==> src/core/smp_pkg.sv <==
/*
  smp_pkg: shared constants and types for the personalization block.
  assumes one 125 MHz clock; all other files qualify names with smp_pkg::.
*/
package smp_pkg;

  // command bytes
  localparam logic [7:0] CLA_STD      = 8'h00;
  localparam logic [7:0] INS_WR_USER  = 8'hb0;
  localparam logic [7:0] INS_SYS_WR   = 8'hb4;
  localparam logic [7:0] INS_SYS_RD   = 8'hb6;
  localparam logic [7:0] INS_VERIFY   = 8'hba;
  localparam logic [7:0] P1_CFG       = 8'h00;
  localparam logic [7:0] P1_FUSE      = 8'h01;
  localparam logic [7:0] P1_ZONE      = 8'h03;
  localparam logic [7:0] PW_SECURE    = 8'h07;
  localparam logic [7:0] PW_LEN       = 8'h03;

  // status words
  localparam logic [7:0] SW_OK_HI     = 8'h90;
  localparam logic [7:0] SW_BAD_HI    = 8'h69;
  localparam logic [7:0] SW_LO        = 8'h00;

  // fuse byte layout, zero means blown; sec arrives already blown from the factory
  localparam int         FUSE_FAB_BIT = 0;
  localparam int         FUSE_CMA_BIT = 1;
  localparam int         FUSE_PER_BIT = 2;
  localparam int         FUSE_SEC_BIT = 3;
  localparam logic [7:0] FUSE_ID_FAB  = 8'h06;
  localparam logic [7:0] FUSE_ID_CMA  = 8'h04;
  localparam logic [7:0] FUSE_ID_PER  = 8'h00;
  localparam logic [3:0] FUSE_RESET   = 4'h7;

  // configuration area
  localparam logic [7:0] CFG_SECURE_ADDR = 8'he9;
  localparam logic [7:0] CFG_AR_FIRST    = 8'h20;
  localparam logic [7:0] CFG_AR_LAST     = 8'h2f;
  localparam logic [7:0] CFG_RESET       = 8'hff;
  localparam logic [3:0] ATTEMPT_RESET   = 4'h0;
  localparam int         USER_BYTES      = 256;

  // nonvolatile write time
  localparam int CLK_HZ      = 125_000_000;
  localparam int T_WR_MS     = 5;
  localparam int T_WR_CYCLES = (CLK_HZ / 1000) * T_WR_MS;

  typedef enum {
    ST_CLA, ST_INS, ST_P1, ST_P2, ST_P3, ST_DATA, ST_RDATA, ST_NVW, ST_SW1, ST_SW2
  } smp_state_type;

  typedef struct packed {
    logic       valid;
    logic [7:0] data;
  } smp_byte_type;

endpackage : smp_pkg

==> src/core/smp_core.sv <==
/*
  smp_core: character command engine for one-time personalization of a
  secure memory: user-zone writes, secure-code unlock, configuration
  writes and reads, fuse blowing and fuse readback.
  assumes received characters arrive as one-cycle strobes from a link
  framer synchronous to i_clk_sys, and that answers are taken when the
  framer raises i_tx_ready.
*/
// Function
// - Before any configuration is written every user zone is freely readable and writable; the core has no user-zone read, only writes.
// - Configuration writes are refused until the secure code (write password 7) is verified.
// - Once unlocked, a configuration read of address e9 returns the stored secure code.
// - Written access registers, keys and passwords govern access from the next command on.
// - With all three fuses blown the fuse-byte read shows zero in those fuse bits.
// - A user-zone write is 00 b0, a two-byte address, a length, then that many data bytes.
// - Secure code presentation is 00 ba 07 with length 03 and three password bytes.
// - A configuration write is 00 b4 00, address, count, then the data bytes.
// - Each nonvolatile write completes within 5 ms of the end of its write sequence.
// - Fuses only go from one to zero and only after the secure code has been presented; on reset the core reloads FUSE_RESET, unblowing fab, cma and per.
// - The fuse byte holds the fuse states in bits 0 to 3, zero meaning blown, bits 4 to 7 reserved.
// - A good password clears its attempt counter, records the right and answers 90 00.
`timescale 1ns/100ps
module smp_core #(
  parameter int T_WR_CYCLES = smp_pkg::T_WR_CYCLES
) (
  // clock and reset
  input  wire logic                 i_clk_sys,
  input  wire logic                 i_arst_n,
  // received characters
  input  wire smp_pkg::smp_byte_type i_rx,
  // answer characters
  output smp_pkg::smp_byte_type      o_tx,
  input  wire logic                 i_tx_ready,
  // state
  output logic                      o_busy,
  output logic                      o_cfg_unlocked,
  output logic [3:0]                o_fuses
);

  logic [7:0] user_mem [smp_pkg::USER_BYTES];
  logic [7:0] cfg_mem  [smp_pkg::USER_BYTES];

  smp_pkg::smp_state_type state_reg, state_next;
  logic [7:0]  ins_reg, ins_next;
  logic [7:0]  p1_reg, p1_next;
  logic [7:0]  addr_reg, addr_next;
  logic [7:0]  cnt_reg, cnt_next;
  logic [7:0]  sw1_reg, sw1_next;
  logic        unlock_reg, unlock_next;
  logic [3:0]  fuse_reg, fuse_next;
  logic [3:0]  tries_reg, tries_next;
  logic [23:0] pw_reg, pw_next;
  logic [31:0] tmr_reg, tmr_next;
  logic        nv_pend_reg, nv_pend_next;
  logic [7:0]  txd_reg, txd_next;
  logic        txv_reg, txv_next;
  logic        user_we, cfg_we;
  logic [7:0]  cfg_rd;
  logic [23:0] secure_code;
  logic        user_wr_ok;

  assign secure_code = {cfg_mem[smp_pkg::CFG_SECURE_ADDR + 8'h02],
                        cfg_mem[smp_pkg::CFG_SECURE_ADDR + 8'h01],
                        cfg_mem[smp_pkg::CFG_SECURE_ADDR]};

  // unwritten access registers read ff, which grants free access
  // and a written register takes effect on the next command
  always_comb begin
    user_wr_ok = 1'b1;
    for (int i = 0; i < 16; i++) begin
      if (smp_pkg::CFG_AR_FIRST + 8'(i) <= smp_pkg::CFG_AR_LAST &&
          cfg_mem[smp_pkg::CFG_AR_FIRST + 8'(i)] != smp_pkg::CFG_RESET)
        user_wr_ok = user_wr_ok & unlock_reg;
    end
  end

  // locked config reads of address e9, first byte of the secure code, show the fuse byte instead
  always_comb begin
    if (p1_reg == smp_pkg::P1_FUSE) begin
      cfg_rd = {4'h0, fuse_reg};
    end else if (unlock_reg || addr_reg != smp_pkg::CFG_SECURE_ADDR) begin
      cfg_rd = cfg_mem[addr_reg];
    end else begin
      cfg_rd = {4'h0, fuse_reg};
    end
  end

  always_comb begin
    state_next   = state_reg;
    ins_next     = ins_reg;
    p1_next      = p1_reg;
    addr_next    = addr_reg;
    cnt_next     = cnt_reg;
    sw1_next     = sw1_reg;
    unlock_next  = unlock_reg;
    fuse_next    = fuse_reg;
    tries_next   = tries_reg;
    pw_next      = pw_reg;
    tmr_next     = tmr_reg;
    nv_pend_next = nv_pend_reg;
    txd_next     = txd_reg;
    txv_next     = txv_reg;
    user_we      = 1'b0;
    cfg_we       = 1'b0;
    if (txv_reg && i_tx_ready) begin
      txv_next = 1'b0;
    end
    case (state_reg)
      smp_pkg::ST_CLA: begin
        if (i_rx.valid && i_rx.data == smp_pkg::CLA_STD) begin
          state_next = smp_pkg::ST_INS;
        end
      end
      smp_pkg::ST_INS: begin
        if (i_rx.valid) begin
          ins_next   = i_rx.data;
          state_next = smp_pkg::ST_P1;
        end
      end
      smp_pkg::ST_P1: begin
        if (i_rx.valid) begin
          p1_next    = i_rx.data;
          state_next = smp_pkg::ST_P2;
        end
      end
      smp_pkg::ST_P2: begin
        if (i_rx.valid) begin
          addr_next  = i_rx.data;
          state_next = smp_pkg::ST_P3;
        end
      end
      smp_pkg::ST_P3: begin
        if (i_rx.valid) begin
          cnt_next     = i_rx.data;
          sw1_next     = smp_pkg::SW_OK_HI;
          nv_pend_next = 1'b0;
          state_next   = smp_pkg::ST_DATA;
          if (ins_reg == smp_pkg::INS_SYS_RD) begin
            state_next = smp_pkg::ST_RDATA;
          end else if (ins_reg == smp_pkg::INS_SYS_WR && p1_reg == smp_pkg::P1_CFG &&
                       !unlock_reg) begin
            sw1_next = smp_pkg::SW_BAD_HI;
          end else if (ins_reg == smp_pkg::INS_SYS_WR && p1_reg == smp_pkg::P1_FUSE) begin
            state_next = smp_pkg::ST_NVW;
            tmr_next   = 32'(T_WR_CYCLES);
            if (!unlock_reg) begin
              sw1_next = smp_pkg::SW_BAD_HI;
            end else if (addr_reg == smp_pkg::FUSE_ID_FAB) begin
              fuse_next[smp_pkg::FUSE_FAB_BIT] = 1'b0;
            end else if (addr_reg == smp_pkg::FUSE_ID_CMA &&
                         !fuse_reg[smp_pkg::FUSE_FAB_BIT]) begin
              fuse_next[smp_pkg::FUSE_CMA_BIT] = 1'b0;
            end else if (addr_reg == smp_pkg::FUSE_ID_PER &&
                         !fuse_reg[smp_pkg::FUSE_CMA_BIT]) begin
              fuse_next[smp_pkg::FUSE_PER_BIT] = 1'b0;
            end else begin
              sw1_next = smp_pkg::SW_BAD_HI;
            end
          end else if (ins_reg == smp_pkg::INS_VERIFY &&
                       (p1_reg != smp_pkg::PW_SECURE || i_rx.data != smp_pkg::PW_LEN)) begin
            sw1_next = smp_pkg::SW_BAD_HI;
          end else if (ins_reg == smp_pkg::INS_WR_USER && !user_wr_ok) begin
            sw1_next = smp_pkg::SW_BAD_HI;
          end
          if (state_next == smp_pkg::ST_DATA && i_rx.data == 8'h00) begin
            state_next = smp_pkg::ST_SW1;
          end
        end
      end
      smp_pkg::ST_DATA: begin
        if (i_rx.valid) begin
          if (ins_reg == smp_pkg::INS_WR_USER && sw1_reg == smp_pkg::SW_OK_HI) begin
            user_we      = 1'b1;
            nv_pend_next = 1'b1;
          end else if (ins_reg == smp_pkg::INS_SYS_WR && p1_reg == smp_pkg::P1_CFG &&
                       sw1_reg == smp_pkg::SW_OK_HI) begin
            cfg_we       = 1'b1;
            nv_pend_next = 1'b1;
          end else if (ins_reg == smp_pkg::INS_VERIFY) begin
            pw_next = {i_rx.data, pw_reg[23:8]};
          end
          addr_next = addr_reg + 8'h01;
          cnt_next  = cnt_reg - 8'h01;
          if (cnt_reg == 8'h01) begin
            state_next = smp_pkg::ST_SW1;
            tmr_next   = 32'(T_WR_CYCLES);
            if (ins_reg == smp_pkg::INS_VERIFY && sw1_reg == smp_pkg::SW_OK_HI) begin
              // attempt counted only when the compare fails
              if ({i_rx.data, pw_reg[23:8]} == secure_code) begin
                unlock_next = 1'b1;
                tries_next  = smp_pkg::ATTEMPT_RESET;
              end else begin
                tries_next = tries_reg + 4'h1;
                sw1_next   = smp_pkg::SW_BAD_HI;
              end
            end else if (nv_pend_reg || user_we || cfg_we) begin
              state_next = smp_pkg::ST_NVW;
            end
          end
        end
      end
      smp_pkg::ST_RDATA: begin
        if (!txv_reg || i_tx_ready) begin
          txd_next  = (p1_reg == smp_pkg::P1_CFG || p1_reg == smp_pkg::P1_FUSE) ?
                      cfg_rd : 8'h00;
          txv_next  = 1'b1;
          addr_next = addr_reg + 8'h01;
          cnt_next  = cnt_reg - 8'h01;
          if (cnt_reg == 8'h01) begin
            state_next = smp_pkg::ST_SW1;
          end
        end
      end
      smp_pkg::ST_NVW: begin
        // internal write time, bounded by the counter
        if (tmr_reg <= 32'd1) begin
          state_next = smp_pkg::ST_SW1;
        end else begin
          tmr_next = tmr_reg - 32'd1;
        end
      end
      smp_pkg::ST_SW1: begin
        if (!txv_reg || i_tx_ready) begin
          txd_next   = sw1_reg;
          txv_next   = 1'b1;
          state_next = smp_pkg::ST_SW2;
        end
      end
      smp_pkg::ST_SW2: begin
        if (!txv_reg || i_tx_ready) begin
          txd_next   = smp_pkg::SW_LO;
          txv_next   = 1'b1;
          state_next = smp_pkg::ST_CLA;
        end
      end
      default: state_next = smp_pkg::ST_CLA;
    endcase
  end

  always_ff @(posedge i_clk_sys or negedge i_arst_n) begin
    if (!i_arst_n) begin
      state_reg   <= smp_pkg::ST_CLA;
      ins_reg     <= 8'h00;
      p1_reg      <= 8'h00;
      addr_reg    <= 8'h00;
      cnt_reg     <= 8'h00;
      sw1_reg     <= 8'h00;
      unlock_reg  <= 1'b0;
      fuse_reg    <= smp_pkg::FUSE_RESET;
      tries_reg   <= smp_pkg::ATTEMPT_RESET;
      pw_reg      <= 24'h000000;
      tmr_reg     <= 32'h00000000;
      nv_pend_reg <= 1'b0;
      txd_reg     <= 8'h00;
      txv_reg     <= 1'b0;
    end else begin
      state_reg   <= state_next;
      ins_reg     <= ins_next;
      p1_reg      <= p1_next;
      addr_reg    <= addr_next;
      cnt_reg     <= cnt_next;
      sw1_reg     <= sw1_next;
      unlock_reg  <= unlock_next;
      fuse_reg    <= fuse_next;
      tries_reg   <= tries_next;
      pw_reg      <= pw_next;
      tmr_reg     <= tmr_next;
      nv_pend_reg <= nv_pend_next;
      txd_reg     <= txd_next;
      txv_reg     <= txv_next;
    end
  end

  // storage has no reset; fresh parts read ff everywhere
  initial begin
    for (int i = 0; i < smp_pkg::USER_BYTES; i++) begin
      user_mem[i] = smp_pkg::CFG_RESET;
      cfg_mem[i]  = smp_pkg::CFG_RESET;
    end
  end

  always @(posedge i_clk_sys) begin // shares the arrays with the initial fill
    if (user_we) begin
      user_mem[addr_reg] <= i_rx.data;
    end
    if (cfg_we) begin
      cfg_mem[addr_reg] <= i_rx.data;
    end
  end

  assign o_tx.valid     = txv_reg;
  assign o_tx.data      = txd_reg;
  assign o_busy         = (state_reg == smp_pkg::ST_NVW);
  assign o_cfg_unlocked = unlock_reg;
  assign o_fuses        = fuse_reg;

endmodule : smp_core

==> config.mk <==
export PLATFORM = sky130hd
export DESIGN_NAME = smp_core
export DESIGN_NICKNAME = d
export VERILOG_FILES = /design/src/core/smp_pkg.sv /design/src/core/smp_core.sv
export SDC_FILE = /design/constraint.sdc
export NUM_CORES = 2
export LEC_CHECK = 0
export BUFFER_PORTS_ARGS = -buffer_cell sky130_fd_sc_hd__buf_2
export CORE_MARGIN = 10
export CORE_UTILIZATION = 55
export DETAILED_ROUTE_END_ITERATION = 12
export PLACE_DENSITY = 0.7
export SYNTH_ARGS = -nofsm -noshare
export SYNTH_HDL_FRONTEND = slang
export SYNTH_SLANG_ARGS = --single-unit
==> constraint.sdc <==
create_clock -name i_clk_sys -period 5.8 [get_ports i_clk_sys]
set_input_delay 0.29 -clock i_clk_sys [delete_from_list [all_inputs] [get_ports i_clk_sys]]
set_output_delay 0.29 -clock i_clk_sys [all_outputs]
set_load 0.005 [all_outputs]
# Yosys cells after proc, flatten, opt, wreduce, memory -nomap -nowiden
# Memory sizes are Yosys's and may differ from the RTL's.
# Cells that the tools add are included.
# op_classes
addsub	3
n_lt_le_gt_ge	1
eq_ne	59
n_mux	93
bitwise_logic	21
n_reduce_logical	48
# ops
cell	count
32-bit 2-to-1 mux	22
32-bit case mux with 10 select lines	1
8-bit 2-to-1 mux	25
8-bit inequality test, second input constant	17
32-bit by 3-bit == test with 1-bit output, second input constant	4
32-bit by 4-bit == test with 1-bit output, second input constant	4
32-bit case mux with 3 select lines	1
8-bit case mux with 3 select lines	3
32-bit by 2-bit == test with 1-bit output, second input constant	2
8-bit == test, second input constant	5
2-bit inequality test, second input constant	18
1-bit 2-to-1 mux	34
32-bit by 1-bit == test with 1-bit output, second input constant	1
32-bit by 1-bit less-or-equal comparator with 1-bit output, second input constant	1
32-bit zero test	1
32-bit by 1-bit subtractor with 32-bit output, second input constant	1
24-bit == test	1
8-bit zero test	3
8-bit by 1-bit == test with 1-bit output, second input constant	2
8-bit by 3-bit == test with 1-bit output, second input constant	2
8-bit case mux with 2 select lines	1
4-bit AND reduction	4
8-bit AND reduction	2
1-bit bitwise AND	15
21 further kinds	55
# word_totals
regBits	142
ram_bits	2048
inputBits	12
out_inout_bits	15
word_cells	241
mem_count	1
# memory_table
name	words	word_bits	rd	rd_clocked_by_memory_dff	wr	line_no	rtl
cfg_mem	256	8	20	0	1	smp_core.sv:41	logic [7:0] cfg_mem [smp_pkg::USER_BYTES];

# Depth between registers and ports, before layout
# An unclocked memory read counts as a cell.
# logic_depth
ltp_word	42
mapped_depth	15
ltp_nobuf	9

# Least setup slack after synthesis
# Ideal clock, no wire load.
# synth_timing
path_type	reg2reg
start	register p1_reg[5]
end	memory cfg_mem[254][0] (enable)
arrival_time_ns	3.120
required_ns	5.417
setup_slack_ns	2.297
path_stages_with_launch	8
path_buffers	1
period_less_slack_ns	3.503
path_cell_list	dfrtp_1 -> or4_4 -> nor4_1 -> nand2_1 -> nor4_2 -> clkbuf_1 -> nand3_1 -> nor3_1
# synth_between
elab_chain_len	11
# synth_lines
element	line_no	rtl
start: declaration	smp_core.sv:45	logic [7:0] p1_reg, p1_next;
start signal: assignment	smp_core.sv:259	p1_reg <= p1_next;
8-bit zero test	smp_core.sv:175	end else if (ins_reg == smp_pkg::INS_SYS_WR && p1_reg == smp_pkg::P1_CFG &&
1-bit logical AND (2 in a row)	smp_core.sv:175	
1-bit 2-to-1 mux	smp_core.sv:175	
1-bit 2-to-1 mux	smp_core.sv:172	if (ins_reg == smp_pkg::INS_WR_USER && sw1_reg == smp_pkg::SW_OK_HI) begin
1-bit 2-to-1 mux	smp_core.sv:171	if (i_rx.valid) begin
1-bit 2-to-1 mux	smp_core.sv:108	case (state_reg)
1-bit 2-to-1 mux	smp_core.sv:171	
1-bit 2-to-1 mux	smp_core.sv:108	
1-bit 2-to-1 mux	smp_core.sv:286	if (cfg_we) begin
1-bit 2-to-1 mux (implied by the code)	smp_core.sv:287	cfg_mem[addr_reg] <= i_rx.data;
end: declaration	smp_core.sv:41	
# Every way passes these cells. The select of a mux whose other input is x is not followed.

# Final worst setup path
# layout_timing
start	register addr_reg[1]
end	register txd_reg[4]
# layout_between
elab_chain_len	7
# layout_lines
element	line_no	rtl
start: declaration	smp_core.sv:46	logic [7:0] addr_reg, addr_next;
start signal: assignment	smp_core.sv:260	addr_reg <= addr_next;
branches (longest 2 deep; another with memory read 256 x 8 bit)	-	
8-bit 2-to-1 mux *	smp_core.sv:81	end else if (unlock_reg || addr_reg != smp_pkg::CFG_SECURE_ADDR) begin
8-bit 2-to-1 mux *	smp_core.sv:79	if (p1_reg == smp_pkg::P1_FUSE) begin
8-bit 2-to-1 mux *	smp_core.sv:204	txd_next = (p1_reg == smp_pkg::P1_CFG || p1_reg == smp_pkg::P1_FUSE) ?
8-bit 2-to-1 mux *	smp_core.sv:203	if (!txv_reg || i_tx_ready) begin
8-bit case mux with 3 select lines *	smp_core.sv:108	
end signal: assignment	smp_core.sv:269	txd_reg <= txd_next;
end: declaration	smp_core.sv:55	logic [7:0] txd_reg, txd_next;
# Mark *: on every way between the ends. The select of a mux whose other input is x is not followed.
# A chain may end at the register's enable or synchronous reset.

==> impl_results.md <==
- Placed cells: 6110
- DR pass1 iterations: 8
- Synth Area per Inst: 20.49 sq um
- Synthesized Nets: 4159
- CP Data Arrival Time: 5.70 ns
- Critical path class: reg2reg
- Max IR drop VDD: 0.4020 mV
- Cell with the most instances after synthesis: edfxtp_1
- Congestion Overflow GR: 0
- GRT Overall Usage: 26.31%
- Ys async rst share: 4.655%
- Placer congestion estimate: 0.9076
- Number of synthesized register bits: 2148
- Mux cell area share after synthesis: 16.29%
- Post-Syn Area: 84810 sq um
- TritonCTS clock tree: built
- # H-tree levels: 4
- Layout net count: 4301
- Max FFs per register: 2048
- Vias per inst: 6.743
- Fraction of layout cells with a size suffix above 1: 25.44%
- Total CTS buffers: 207
- Avg WL per Cell: 34.20 microns
- Initial Util: 55.18%
- Final WL: 222400 microns
- Fmax: 199.3 MHz
- Synth Area in Compound Gates: 2.834%
- Latest clock arrival within the worst-skew pair: 0.84 ns
- Final hold violation count: 0
- Netlist cell types: 77
- Crit path time final: 5.019 ns
- Period utilisation layout: 86.53%
- DRT antenna net count: 0
- Sequential share of the synthesized area: 75.47%
- Top_reg_cell synth: edfxtp_1
- Status: finished, final reports clean
- Clk sink count: 2148
- Post-synth top area share: 72.52%
- Largest net degree at the start of global routing: 173
- PortBufs: 25
- Clock Pin Slew Worst Setup and Hold Paths: 0.06 ns
- Synth Instances: 4139
- Area grow syn2layout: 11.64%
- DP HPWL: 135800 microns
- Setup TNS: 0 ns
- Setup violations, final: 0
- Initial antenna violation count: 3
- Fin cells: 6503
- Top post-synthesis cells by count: edfxtp_1 (2048), mux4_2 (571), nor2_1 (322), clkbuf_1 (146), nand2_1 (105)
- Worst slew pin tran: 1.215 ns
- Power per cell area: 462.2 nW/um^2
- Slew Limit Fails: 0
- Final hold slack: 0.05854 ns
- Crit. End Element: flop
- Unrepaired setup endpoints after global routing: false
- Worst Skew: 0.04370 ns
- Max_cap viols: 0
- Top cell type by total area after synthesis: edfxtp_1
- # rows: 144
- Slew headroom: 18.68%
- Synth warn: 0
- Die span in x: 412.7 microns
- Die Y: 412.7 microns
- Max clock buf depth: 3
- Root Driver: clkbuf_16
- Routed via count: 43850
- Core Area: 153700 sq um
- Simple-gate share of the synthesized area: 3.741%
- Hold crit path type: in2async
- Top post-synthesis cells by area: edfxtp_1 (73%), mux4_2 (15%), dfrtp_1 (2.9%)
- Reg-to-reg slack, setup: 0.78 ns
- Num ports: 27
- Number of global-route vias before repair: 43600
- DRC viols: 0
- Initial DRC Count: 6863
- Startpoint Class: flop
- DIE AREA: 170300 sq um
- Largest family of logic cells by synthesized area: multiplexers
- Adder-cell share of the synthesized area: 0.1180%
- Crit-path max FO: 122
- Leak pwr: 0.02973 uW
- CP Data Required Time: 6.48 ns
- Number of synthesized flops with an enable pin: 2048
- Global-route wire length before repair: 322600 microns
- Post-CTS Setup Inserts: 0
- XOR/XNOR Fraction of Synth Area: 0.2685%
[layer usage]
metal	vias up	track usage [%]	part of all wire (%)
met5	-	0	0.0054
met1	22920	36.84	38
met3	524	7.548	12
met4	2	11.10	4.8
met2	2830	39.08	46
li1	17580	-	-
[cells by family (layout without fill, tap and decap cells)]
logic type               Yosys count  after routing
flip-flops                      2148           2148
AND/OR/NAND/NOR                  678            678
multiplexers                     660            660
AO/OA/AOI/OAI                    358            358
buffers and inverters            260            578
XOR/XNOR                          26             26
adder cells (fa/ha/maj)            8              8
other                              1              3
[layout by cell type, fill, tap and decap left out, types with 16 or more instances in the layout]
cell and n:
edfxtp_1 2048, mux4_2 571, nor2_1 320, clkbuf_16 211, buf_4 118, nand2_1 96, dfrtp_1 92, a21oi_1 90
a22oi_1 76, mux2_2 54, clkinv_1 51, nand3_1 44, nand4_1 44, o21ai_0 43, clkinv_2 42, mux2i_1 35
nor4_1 33, clkbuf_1 33, o22ai_1 28, nor3_1 26, inv_1 21, o31ai_1 19, buf_12 19, or4_1 18
bufinv_16 18, xor2_1 17, nor2b_1 16, buf_2 16
[stage by stage]
step                      cell area, sq um  total power (uW)  utilization (%)  setup slack [ns]
final                                94680             43760            61.60            0.7813
after detailed placement             87920             30490            57.21             1.004
after floorplan                      84810             25510                -             2.297
after global routing                 94670             44890            61.60            0.6097
after global placement               87920             30420            57.21             1.144
after CTS                            94670             43670            61.60            0.9542
[final cells by class]
| type | count | area (sq um) |
|---|---|---|
| clock inverters | 140 | 1274 |
| diodes | 2 | 5.005 |
| clock buffers | 245 | 5418 |
| well taps | 2044 | 2557 |
| flip-flops and latches | 2148 | 64020 |
| multi-input cells | 1731 | 19780 |
| fillers | 10390 | 59010 |
| repair buffers | 167 | 1516 |
| inverters | 26 | 102.6 |
[path summary, 6_finish.rpt]
kind | from | end | cells after the start
hold reg to reg | tmr_reg[1]$_DFFE_PN0P_ | tmr_reg[1]$_DFFE_PN0P_ | 2
min in group i_clk_sys | i_rx[6] | cfg_mem[25][6]$_DFFE_PP_ | 1
setup / recovery | addr_reg[1]$_DFFE_PN0P_ | txd_reg[4]$_DFFE_PN0P_ | 9
hold / removal | i_arst_n | txd_reg[4]$_DFFE_PN0P_ | 2
max in group asynchronous | i_arst_n | p1_reg[2]$_DFFE_PN0P_ | 3
setup reg to reg | addr_reg[1]$_DFFE_PN0P_ | txd_reg[4]$_DFFE_PN0P_ | 9
[where the power goes]
part           internal [uW]  total (uW)  switching (uW)
Combinational           5150       12700            7540
Sequential             17200       17800             560
Clock                   7490       13300            5820
[what timing repair did]
item	in CTS	in global routing
hold endpoints to repair	131	0
hold buffers	6	0
setup endpoints to repair	0	0
resized for setup	0	0
[worst max-delay path, stage by stage, from the launching register on]
cell and delay [ns]:
dfrtp_4 0.87, buf_12 0.55, buf_4 0.34, mux4_2 0.32, mux4_2 0.54, nor2b_1 0.16, a211oi_1 0.73, a2111oi_0 0.23
a311oi_1 0.62, a21oi_1 0.24
No activity file was read; power rests on OpenSTA's default activity.
